**src/mcsx_pkg.sv**
```systemverilog
// Constants for the MCU control, sleep and external interrupt block.
// Assumes one 100 MHz system clock and an Avalon-MM register bus.
// How it works
// - Memory enable bit hands address, data and strobe pins to the memory bus.
// - Wait bit adds one wait cycle to each external memory access.
// - Sleep instruction only sleeps when the sleep allow bit is set.
// - Depth bit zero selects idle, one selects power down, taken at sleep.
// - Pin request needs global enable and its own mask bit.
// - Pin B sense: low level, reserved, falling edge, rising edge.
// - Pin A sense in bits 1:0 uses the same encoding.
// - Pins are sampled before edge detection; pulses over one clock are caught.
// - Level mode keeps requesting while the pin stays low.
// - Enabled interrupt wakes core from idle, only a level one from power down; core resumes with state kept.
// - Reset during sleep wakes core to the reset vector.
// - Idle halts CPU only; interrupts and watchdog reset can wake it.
// - Wake from idle restarts execution immediately.
// - Power down stops oscillator; wakes on reset, watchdog or level interrupt.
// - Interrupts fire even when pins are driven as outputs.
// - Level requests are not latched.
package mcsx_pkg;
	localparam logic [3:0] ADDR_CTRL = 4'h0;
	localparam logic [3:0] ADDR_MASK = 4'h4;
	localparam logic [3:0] ADDR_STAT = 4'h8;
	localparam logic [3:0] ADDR_CMD = 4'hC;
	localparam int BIT_MEM_EN = 7;
	localparam int BIT_MEM_WAIT = 6;
	localparam int BIT_SLP_ALLOW = 5;
	localparam int BIT_SLP_DEPTH = 4;
	localparam int BIT_SENSE_B = 2;
	localparam int BIT_SENSE_A = 0;
	localparam int BIT_MASK_A = 0;
	localparam int BIT_MASK_B = 1;
	localparam int BIT_GLOBAL_EN = 2;
	localparam int BIT_CMD_SLEEP = 0;
	localparam logic [7:0] CTRL_RESET = 8'h00;
	localparam logic [2:0] MASK_RESET = 3'h0;
	localparam logic [1:0] SENSE_LOW = 2'h0;
	localparam logic [1:0] SENSE_RSVD = 2'h1;
	localparam logic [1:0] SENSE_FALL = 2'h2;
	localparam logic [1:0] SENSE_RISE = 2'h3;
	localparam logic [2:0] ACC_BASE_CYCLES = 3'h3;
	typedef enum logic [2:0] {
		MCSX_RUN = 3'b001,
		MCSX_IDLE = 3'b010,
		MCSX_PDOWN = 3'b100
	} mcsx_state_t;
endpackage

```
**src/mcsx_top.sv**
```systemverilog
// MCU control register, sleep state machine and two external interrupt pins.
// Assumes pins are synchronous inputs and the core pulses i_sleep_instr.
`timescale 1ns/100ps
module mcsx_top (
	// Clock and reset
	input wire logic i_clk_sys,
	input wire logic i_rst,
	// Avalon-MM slave
	input wire logic [3:0] i_avs_address,
	input wire logic i_avs_read,
	input wire logic i_avs_write,
	input wire logic [31:0] i_avs_writedata,
	output logic [31:0] o_avs_readdata,
	output logic o_avs_waitrequest,
	// Core side
	input wire logic i_sleep_instr,
	input wire logic i_wdt_reset,
	input wire logic i_int_ack,
	output logic o_mem_pins_override,
	output logic [2:0] o_mem_access_cycles,
	output logic o_cpu_halt,
	output logic o_osc_stop,
	output logic o_wake,
	output logic [1:0] o_irq_req,
	// External pins
	input wire logic i_ext_irq_pin_a,
	input wire logic i_ext_irq_pin_b
);
	logic [7:0] ctrl_r;
	logic [2:0] mask_r;
	logic [1:0] pin_s1_r;
	logic [1:0] pin_s2_r;
	logic [1:0] pin_prev_r;
	logic [1:0] edge_pend_r;
	logic [1:0] req_nxt;
	logic [1:0] level_act;
	logic [1:0] edge_hit;
	logic [1:0] irq_req_r;
	logic wake_nxt;
	logic ack_r;
	mcsx_pkg::mcsx_state_t state_r;
	mcsx_pkg::mcsx_state_t state_nxt;

	////////////////////////////////////////////////////////////////////////
	// Register bus: one wait cycle on every access
	always_ff @(posedge i_clk_sys) begin
		if (i_rst) begin
			ack_r <= 1'b0;
		end else begin
			ack_r <= (i_avs_read | i_avs_write) & ~ack_r;
		end
	end

	always_ff @(posedge i_clk_sys) begin
		if (i_rst) begin
			o_avs_waitrequest <= 1'b1;
		end else begin
			o_avs_waitrequest <= ~((i_avs_read | i_avs_write) & ~ack_r);
		end
	end

	always_ff @(posedge i_clk_sys) begin
		if (i_rst) begin
			ctrl_r <= mcsx_pkg::CTRL_RESET;
			mask_r <= mcsx_pkg::MASK_RESET;
		end else if (i_avs_write & ack_r) begin
			if (i_avs_address == mcsx_pkg::ADDR_CTRL) begin
				ctrl_r <= i_avs_writedata[7:0];
			end
			if (i_avs_address == mcsx_pkg::ADDR_MASK) begin
				mask_r <= i_avs_writedata[2:0];
			end
		end
	end

	always_ff @(posedge i_clk_sys) begin
		if (i_rst) begin
			o_avs_readdata <= 32'h0000_0000;
		end else if (i_avs_read & ~ack_r) begin
			case (i_avs_address)
				mcsx_pkg::ADDR_CTRL: o_avs_readdata <= {24'h00_0000, ctrl_r};
				mcsx_pkg::ADDR_MASK: o_avs_readdata <= {29'h0000_0000, mask_r};
				mcsx_pkg::ADDR_STAT: o_avs_readdata <= {27'h000_0000, state_r, irq_req_r};
				default: o_avs_readdata <= 32'h0000_0000;
			endcase
		end
	end

	////////////////////////////////////////////////////////////////////////
	// Memory interface controls
	always_ff @(posedge i_clk_sys) begin
		if (i_rst) begin
			o_mem_pins_override <= 1'b0;
			o_mem_access_cycles <= mcsx_pkg::ACC_BASE_CYCLES;
		end else begin
			o_mem_pins_override <= ctrl_r[mcsx_pkg::BIT_MEM_EN];
			o_mem_access_cycles <= mcsx_pkg::ACC_BASE_CYCLES
				+ {2'b00, ctrl_r[mcsx_pkg::BIT_MEM_WAIT]};
		end
	end

	////////////////////////////////////////////////////////////////////////
	// Pin sampling, works whatever drives the pin
	always_ff @(posedge i_clk_sys) begin
		if (i_rst) begin
			pin_s1_r <= 2'h3;
			pin_s2_r <= 2'h3;
			pin_prev_r <= 2'h3;
		end else begin
			pin_s1_r <= {i_ext_irq_pin_b, i_ext_irq_pin_a};
			pin_s2_r <= pin_s1_r;
			pin_prev_r <= pin_s2_r;
		end
	end

	genvar gi;
	generate
		for (gi = 0; gi < 2; gi++) begin : g_pin
			logic [1:0] sense;
			logic enabled;
			assign sense = (gi == 0) ? ctrl_r[mcsx_pkg::BIT_SENSE_A +: 2]
				: ctrl_r[mcsx_pkg::BIT_SENSE_B +: 2];
			assign enabled = mask_r[gi] & mask_r[mcsx_pkg::BIT_GLOBAL_EN];
			assign level_act[gi] = (sense == mcsx_pkg::SENSE_LOW) & ~pin_s2_r[gi];
			assign edge_hit[gi] = ((sense == mcsx_pkg::SENSE_FALL) & pin_prev_r[gi] & ~pin_s2_r[gi])
				| ((sense == mcsx_pkg::SENSE_RISE) & ~pin_prev_r[gi] & pin_s2_r[gi]);
			assign req_nxt[gi] = enabled & (level_act[gi] | edge_pend_r[gi] | edge_hit[gi]);
			always_ff @(posedge i_clk_sys) begin
				if (i_rst) begin
					edge_pend_r[gi] <= 1'b0;
				end else if (edge_hit[gi] & enabled) begin
					edge_pend_r[gi] <= 1'b1;
				end else if (i_int_ack | ~enabled) begin
					edge_pend_r[gi] <= 1'b0;
				end
			end
		end
	endgenerate

	always_ff @(posedge i_clk_sys) begin
		if (i_rst) begin
			irq_req_r <= 2'h0;
		end else begin
			irq_req_r <= req_nxt;
		end
	end
	assign o_irq_req = irq_req_r;

	////////////////////////////////////////////////////////////////////////
	// Sleep control; a reset returns to run, core restarts at reset vector
	always_comb begin
		state_nxt = state_r;
		wake_nxt = 1'b0;
		case (state_r)
			mcsx_pkg::MCSX_RUN: begin
				if (i_sleep_instr & ctrl_r[mcsx_pkg::BIT_SLP_ALLOW]) begin
					state_nxt = ctrl_r[mcsx_pkg::BIT_SLP_DEPTH] ? mcsx_pkg::MCSX_PDOWN
						: mcsx_pkg::MCSX_IDLE;
				end
			end
			mcsx_pkg::MCSX_IDLE: begin
				if (|req_nxt | i_wdt_reset) begin
					state_nxt = mcsx_pkg::MCSX_RUN;
					wake_nxt = 1'b1;
				end
			end
			mcsx_pkg::MCSX_PDOWN: begin
				if (|(req_nxt & level_act) | i_wdt_reset) begin
					state_nxt = mcsx_pkg::MCSX_RUN;
					wake_nxt = 1'b1;
				end
			end
			default: state_nxt = mcsx_pkg::MCSX_RUN;
		endcase
	end

	always_ff @(posedge i_clk_sys) begin
		if (i_rst) begin
			state_r <= mcsx_pkg::MCSX_RUN;
			o_cpu_halt <= 1'b0;
			o_osc_stop <= 1'b0;
			o_wake <= 1'b0;
		end else begin
			state_r <= state_nxt;
			o_cpu_halt <= state_nxt != mcsx_pkg::MCSX_RUN;
			o_osc_stop <= state_nxt == mcsx_pkg::MCSX_PDOWN;
			o_wake <= wake_nxt;
		end
	end
endmodule

```
**config.mk**
```make
export PLATFORM = sky130hd
export DESIGN_NAME = mcsx_top
export DESIGN_NICKNAME = d
export VERILOG_FILES = /design/src/mcsx_pkg.sv /design/src/mcsx_top.sv
export SDC_FILE = /design/constraint.sdc
export NUM_CORES = 1
export LEC_CHECK = 0
export BUFFER_PORTS_ARGS = -buffer_cell sky130_fd_sc_hd__buf_2
export CAP_MARGIN = 20
export CORE_ASPECT_RATIO = 0.7
export CORE_UTILIZATION = 35
export CTS_BUF_LIST = sky130_fd_sc_hd__clkbuf_8
export DETAILED_ROUTE_END_ITERATION = 8
export GPL_TIMING_DRIVEN = 0
export HOLD_SLACK_MARGIN = 0.1
export PLACE_DENSITY = 0.7
export SYNTH_ARGS = -nofsm -noshare
export SYNTH_HDL_FRONTEND = slang
export SYNTH_SLANG_ARGS = --single-unit
```
**constraint.sdc**
```tcl
create_clock -name i_clk_sys -period 2.9 [get_ports i_clk_sys]
set_clock_uncertainty 0.05 [all_clocks]
set_input_delay 0.29 -clock i_clk_sys [delete_from_list [all_inputs] [get_ports i_clk_sys]]
set_output_delay 0.29 -clock i_clk_sys [all_outputs]
set_load 0.05 [all_outputs]
```
* After elaboration in Yosys (flattened, before gate mapping)
Index checks and enable logic that the tools add are counted.
Storage, ports and cells: flip-flop bits (word level) 65, bits of input ports 45, output and inout port bits 42, logic and storage cells 91
Operators by class: add/subtract/negate cells 1, equality and inequality tests 11, muxes and demuxes 13, bitwise logic cells 40, reduce and logical (&&, ||, !) cells 9
Operators with widths (number):
- $pmux 8 s3 | 1
- $and 1x1->1 | 20
- $mux 3 | 4
- $or 1x1->1 | 11
- $pmux 3 s3 | 1
- $eq 2x2->1 const B | 4
- $not 1->1 | 8
- $eq 3x3->1 const B | 2
- $mux 1 | 6
- $eq 4x3->1 const B | 1
- $eq 4x4->1 const B | 1
- $logic_not 2->1 | 2
- $logic_not 4->1 | 1
- $reduce_and 2->1 | 2
- $reduce_bool 2->1 | 2
- $reduce_or 2->1 | 2
- $add 2x1->3 const A | 1
- $eq 3x1->1 const B | 1
- $eq 3x2->1 const B | 1
- $ne 3x1->1 const B | 1
- $and 2x2->2 | 1
- $pmux 1 s2 | 1

* Depth between registers and ports, before layout
depth in word-level cells 12, gate-level depth with buffers 5, depth with buffers taken out 4

* Worst setup path after synthesis
OpenSTA, ideal clock, no wires.
path kind reg-to-reg, start point register ctrl_r[2], end point register o_cpu_halt, setup time 0.116 ns, arrival time 1.276 ns, required time 2.734 ns, slack 1.458 ns, stages on the path, launching flop included 5, path buffers 0, period minus slack after synthesis 1.442 ns, path through dfxtp_1 > or3_1 > o2bb2a_4 > o32a_1 > and4_1
On the way: cells in the longest elaborated chain, start to end 12, elaborated cells on any way between the ends 21, those cells by class 3 x eq/ne; 3 x mux; 12 x bitwise; 3 x reduce/logical
Ends and longest elaborated chain:
- start: declaration | line mcsx_top.sv:29 | logic [7:0] ctrl_r;
- start signal: assignment | line mcsx_top.sv:64 | ctrl_r <= mcsx_pkg::CTRL_RESET;
- start signal: assignment | line mcsx_top.sv:68 | ctrl_r <= i_avs_writedata[7:0];
- $eq 2x2->1, on equally long branches | line mcsx_top.sv:125, mcsx_top.sv:126
- $and 1x1->1, on equally long branches (2 in a row) | line mcsx_top.sv:125, mcsx_top.sv:126
- $or 1x1->1 | line mcsx_top.sv:126 | | ((sense == mcsx_pkg::SENSE_RISE) & ~pin_prev_r[gi] & pin_s2_r[gi]);
- $or 1x1->1 | line mcsx_top.sv:127 | assign req_nxt[gi] = enabled & (level_act[gi] | edge_pend_r[gi] | edge_hit[gi]);
- $and 1x1->1 | line mcsx_top.sv:127
- $and 2x2->2 | line mcsx_top.sv:168 | if (|(req_nxt & level_act) | i_wdt_reset) begin
- $reduce_or 2->1 | line mcsx_top.sv:168
- $or 1x1->1 | line mcsx_top.sv:168
- $mux 3 | line mcsx_top.sv:168
- $pmux 3 s3 * | line mcsx_top.sv:154 | case (state_r)
- $ne 3x1->1 * | line mcsx_top.sv:185 | o_cpu_halt <= state_nxt != mcsx_pkg::MCSX_RUN;
- end signal: assignment | line mcsx_top.sv:185
- end: declaration | line mcsx_top.sv:21 | output logic o_cpu_halt,
Mark *: on every way between the ends. The rest lies on a longest branch, timed or not. A chain may end at the register's enable or synchronous reset.

* Final worst setup path
Same ends and word-level chain as after synthesis.

==> impl_metrics.csv <==
group,metric,value,unit
run_status,status,"finished, final reports clean",
routing,vias,1455,
clocking,cts_sinks,40,
layout,finalInstanceArea,2258,um^2
logic_synthesis,synthTopCellsByArea,"dfxtp_1 44%, buf_4 10%, mux2i_1 8.8%",
logic_synthesis,synth-warning-count,0,
global_routing,grt_util_met1,22.76,%
clocking,clockBufferDepth,2,
run,max-cap-violations,0,
power_and_ir_drop,power.switching,0.2961,mW
global_routing,grt_pass1_wl,6327,um
floorplan,initial_core_util,37.25,%
placement,gp_congestion,0.8624,
clocking,htreeDepth,2,
placement,port_buffers,35,
global_routing,use_met3,4.122,%
setup_path,criticalPathCategory,"flip-flop to flip-flop",
global_routing,antenna_found_initial,0,
routing,wl_per_cell,11.83,um
setup_path,cp.required,3.03,ns
timing,hold_viol,0,
timing,worst_slack,1.329,ns
logic_synthesis,syn_inst,194,
timing,finalMaxSlewViolations,0,
timing,setup_viol_count_final,0,
layout,area_growth,24.06,%
setup_path,cp-start-kind,"flip-flop",
timing,layout_min_cycle_time,1.571,ns
logic_synthesis,synth_edf_count,0,
logic_synthesis,synth_cell_types,37,
timing,whs,0.1349,ns
setup_path,crit_family,"simple AND/OR/NAND/NOR gates",
global_routing,met2_usage,20.77,%
setup_path,cpPeakStageDelay,0.40,ns
placement,dp_hpwl,3012,um
routing,drtIter0Drc,63,
floorplan,dieArea,5498,um^2
timing,rsz0062_at_grt,"false",
power_and_ir_drop,pwr-share-clk,33.9,%
global_routing,grt_max_degree,12,
global_routing,top_usage_layer,"met1",
power_and_ir_drop,peakVddDrop,0.0002284,V
logic_synthesis,avgSynthCellArea,9.384,um^2
clocking,postCtsSetupRepairBufs,0,
worst_hold_path,worstHoldPathType,"input port to flip-flop",
logic_synthesis,post-synth-top-area-cell,"dfxtp_1",
global_routing,grt.overflow.total,0,
power_and_ir_drop,comb_power_share,14.4,%
setup_path,worst-path-buf-inv,0,
power_and_ir_drop,powerDensity,480.0,nW/um^2
routing,wl,3892,um
timing,max_freq,0.6364,GHz
placement,dpl_cell_area,2168,um^2
setup_path,slowest_stage,"or3_1",
clocking,numCtsBuffers,5,
setup_path,worstPathCellList,"or3_1, o2bb2a_4, o32a_1, and4_1",
logic_synthesis,synthFlopType,"dfxtp_1",
logic_synthesis,seq_area_frac_synth,43.99,%
clocking,clkLatencyLatePin,0.29,ns
clocking,clk_pin_slew,0.07,ns
setup_path,cp.arrival,1.70,ns
clocking,tritoncts,"built",
timing,fin_crit_sh,54.18,%
floorplan,core_area,4887,um^2
power_and_ir_drop,leakage,1.122,nW
floorplan,io_pins,87,
power_and_ir_drop,pwr-share-seq,51.7,%
floorplan,die_h,62.34,um
timing,slew_headroom,51.94,%
floorplan,die_x,88.20,um
setup_path,path_max_fanout,7,
power_and_ir_drop,p_int,0.7880,mW
routing,drc,0,
layout,drive_gt1_share,31.15,%
layout,diodes,0,
routing,vias_per_cell,4.422,
placement,preCtsSetupSlack,1.257,ns
timing,tns,0,ns
routing,drt.antenna.violating_nets,0,
global_routing,grt_use_total,15.10,%
logic_synthesis,synth-async-reset-ratio,0,%
global_routing,grt_pass1_vias,1347,
power_and_ir_drop,switching_share,27.31,%
layout,fin_nets,304,
floorplan,row_count,21,
timing,worstMarginPinSlew,0.7143,ns
clocking,cts-root-buf,"clkbuf_8",
logic_synthesis,synth.cell_area,1820,um^2
logic_synthesis,synth-seq-cells,40,
clocking,cts-hold-fix-buffers,0,
logic_synthesis,synth_top_area_share,43.99,%
setup_path,endpoint_kind,"flip-flop",
routing,first_pass_iters,4,
clocking,cts.repair.resized,0,
[power by group through the flow]
stage               combinational (mW)  sequential, mW  clock (mW)
floorplan                        0.125           0.577           0
global placement                 0.153           0.573           0
detailed placement               0.154           0.573           0
CTS                              0.154           0.560       0.378
global route                     0.166           0.561       0.403
finish                           0.156           0.560       0.368
[final timing paths]
path / start / to / slack [ns] / depth (start not counted)
max: ctrl_r[2] / o_cpu_halt / 1.33 / 4
min: i_ext_irq_pin_a / pin_s1_r[0] / 0.13 / 2
max reg2reg: ctrl_r[2] / o_cpu_halt / 1.33 / 4
min reg2reg: pin_s1_r[1] / pin_s2_r[1] / 0.36 / 1
[final cells by class]
cell class,count,area [um^2]
Buffer,32,216.5
Clock buffer,6,82.58
Clock inverter,2,7.507
Fill cell,480,2629
Inverter,5,18.77
Multi-Input combinational cell,140,870.8
Sequential cell,40,800.8
Tap cell,69,86.33
Timing Repair Buffer,35,175.2
[stage by stage]
step,total power [mW],std cells,utilization [%]
final,1.084,329,46.21
after CTS,1.093,329,46.21
after floorplan,0.7013,217,-
after detailed placement,0.7272,321,44.37
after global routing,1.129,329,46.21
after global placement,0.7257,321,44.37
[per-layer routing]
metal | part of all wire (%) | up-vias
li1 | - | 751
met1 | 55 | 658
met3 | 5.7 | 3
met2 | 39 | 43
met4 | 0.59 | 0
met5 | 0 | -
[worst register-to-register path, delay by kind of cell, from the launching register on]
| family | cells | cell delay (ns) |
|---|---|---|
| DFF | 1 | 0.38 |
| and+or+nand+nor | 2 | 0.62 |
| AOI/OAI and AO/OA | 2 | 0.41 |
[layout by cell type (no fill, tap or decap), drive strengths merged, types with 4 or more instances in the layout]
cell type,n
nand4,4
dfxtp,40
nor2,28
nor2b,5
conb,24
nand2b,5
or2,7
a22oi,7
a21oi,5
mux2i,16
inv,7
o21ai,4
clkbuf,11
buf,62
nor3,5
[cell families (layout without fill, tap and decap cells)]
kind of cell,Yosys count,count (layout),synth area share [%]
flip-flops,40,40,43.99
AND/OR/NAND/NOR,73,73,21.92
XOR/XNOR,1,1,0.4812
multiplexers,16,16,8.797
buffers and inverters,37,80,12.92
other,1,24,0.2060
AO/OA/AOI/OAI,26,26,11.68
[sequential cells by signal, indices dropped and copies added (netlist names), 2 cells and up]
register and count:
ctrl_r 8, edge_pend_r 2, mask_r 3, o_avs_readdata 8, o_irq_req 2, o_mem_access_cycles 2
pin_prev_r 2, pin_s1_r 2, pin_s2_r 2, state_r 3
[synthesized netlist by cell type (all sizes together), types with 4 or more instances]
cell and instances:
dfxtp 40, mux2i 16, nand2b 5, nor2 28
clkbuf 5, a21oi 5, o21ai 4, nor3 5
a22oi 7, or2 7, nor2b 5, buf 27
nand4 4, inv 5
Power figures use the tool's default switching activity.
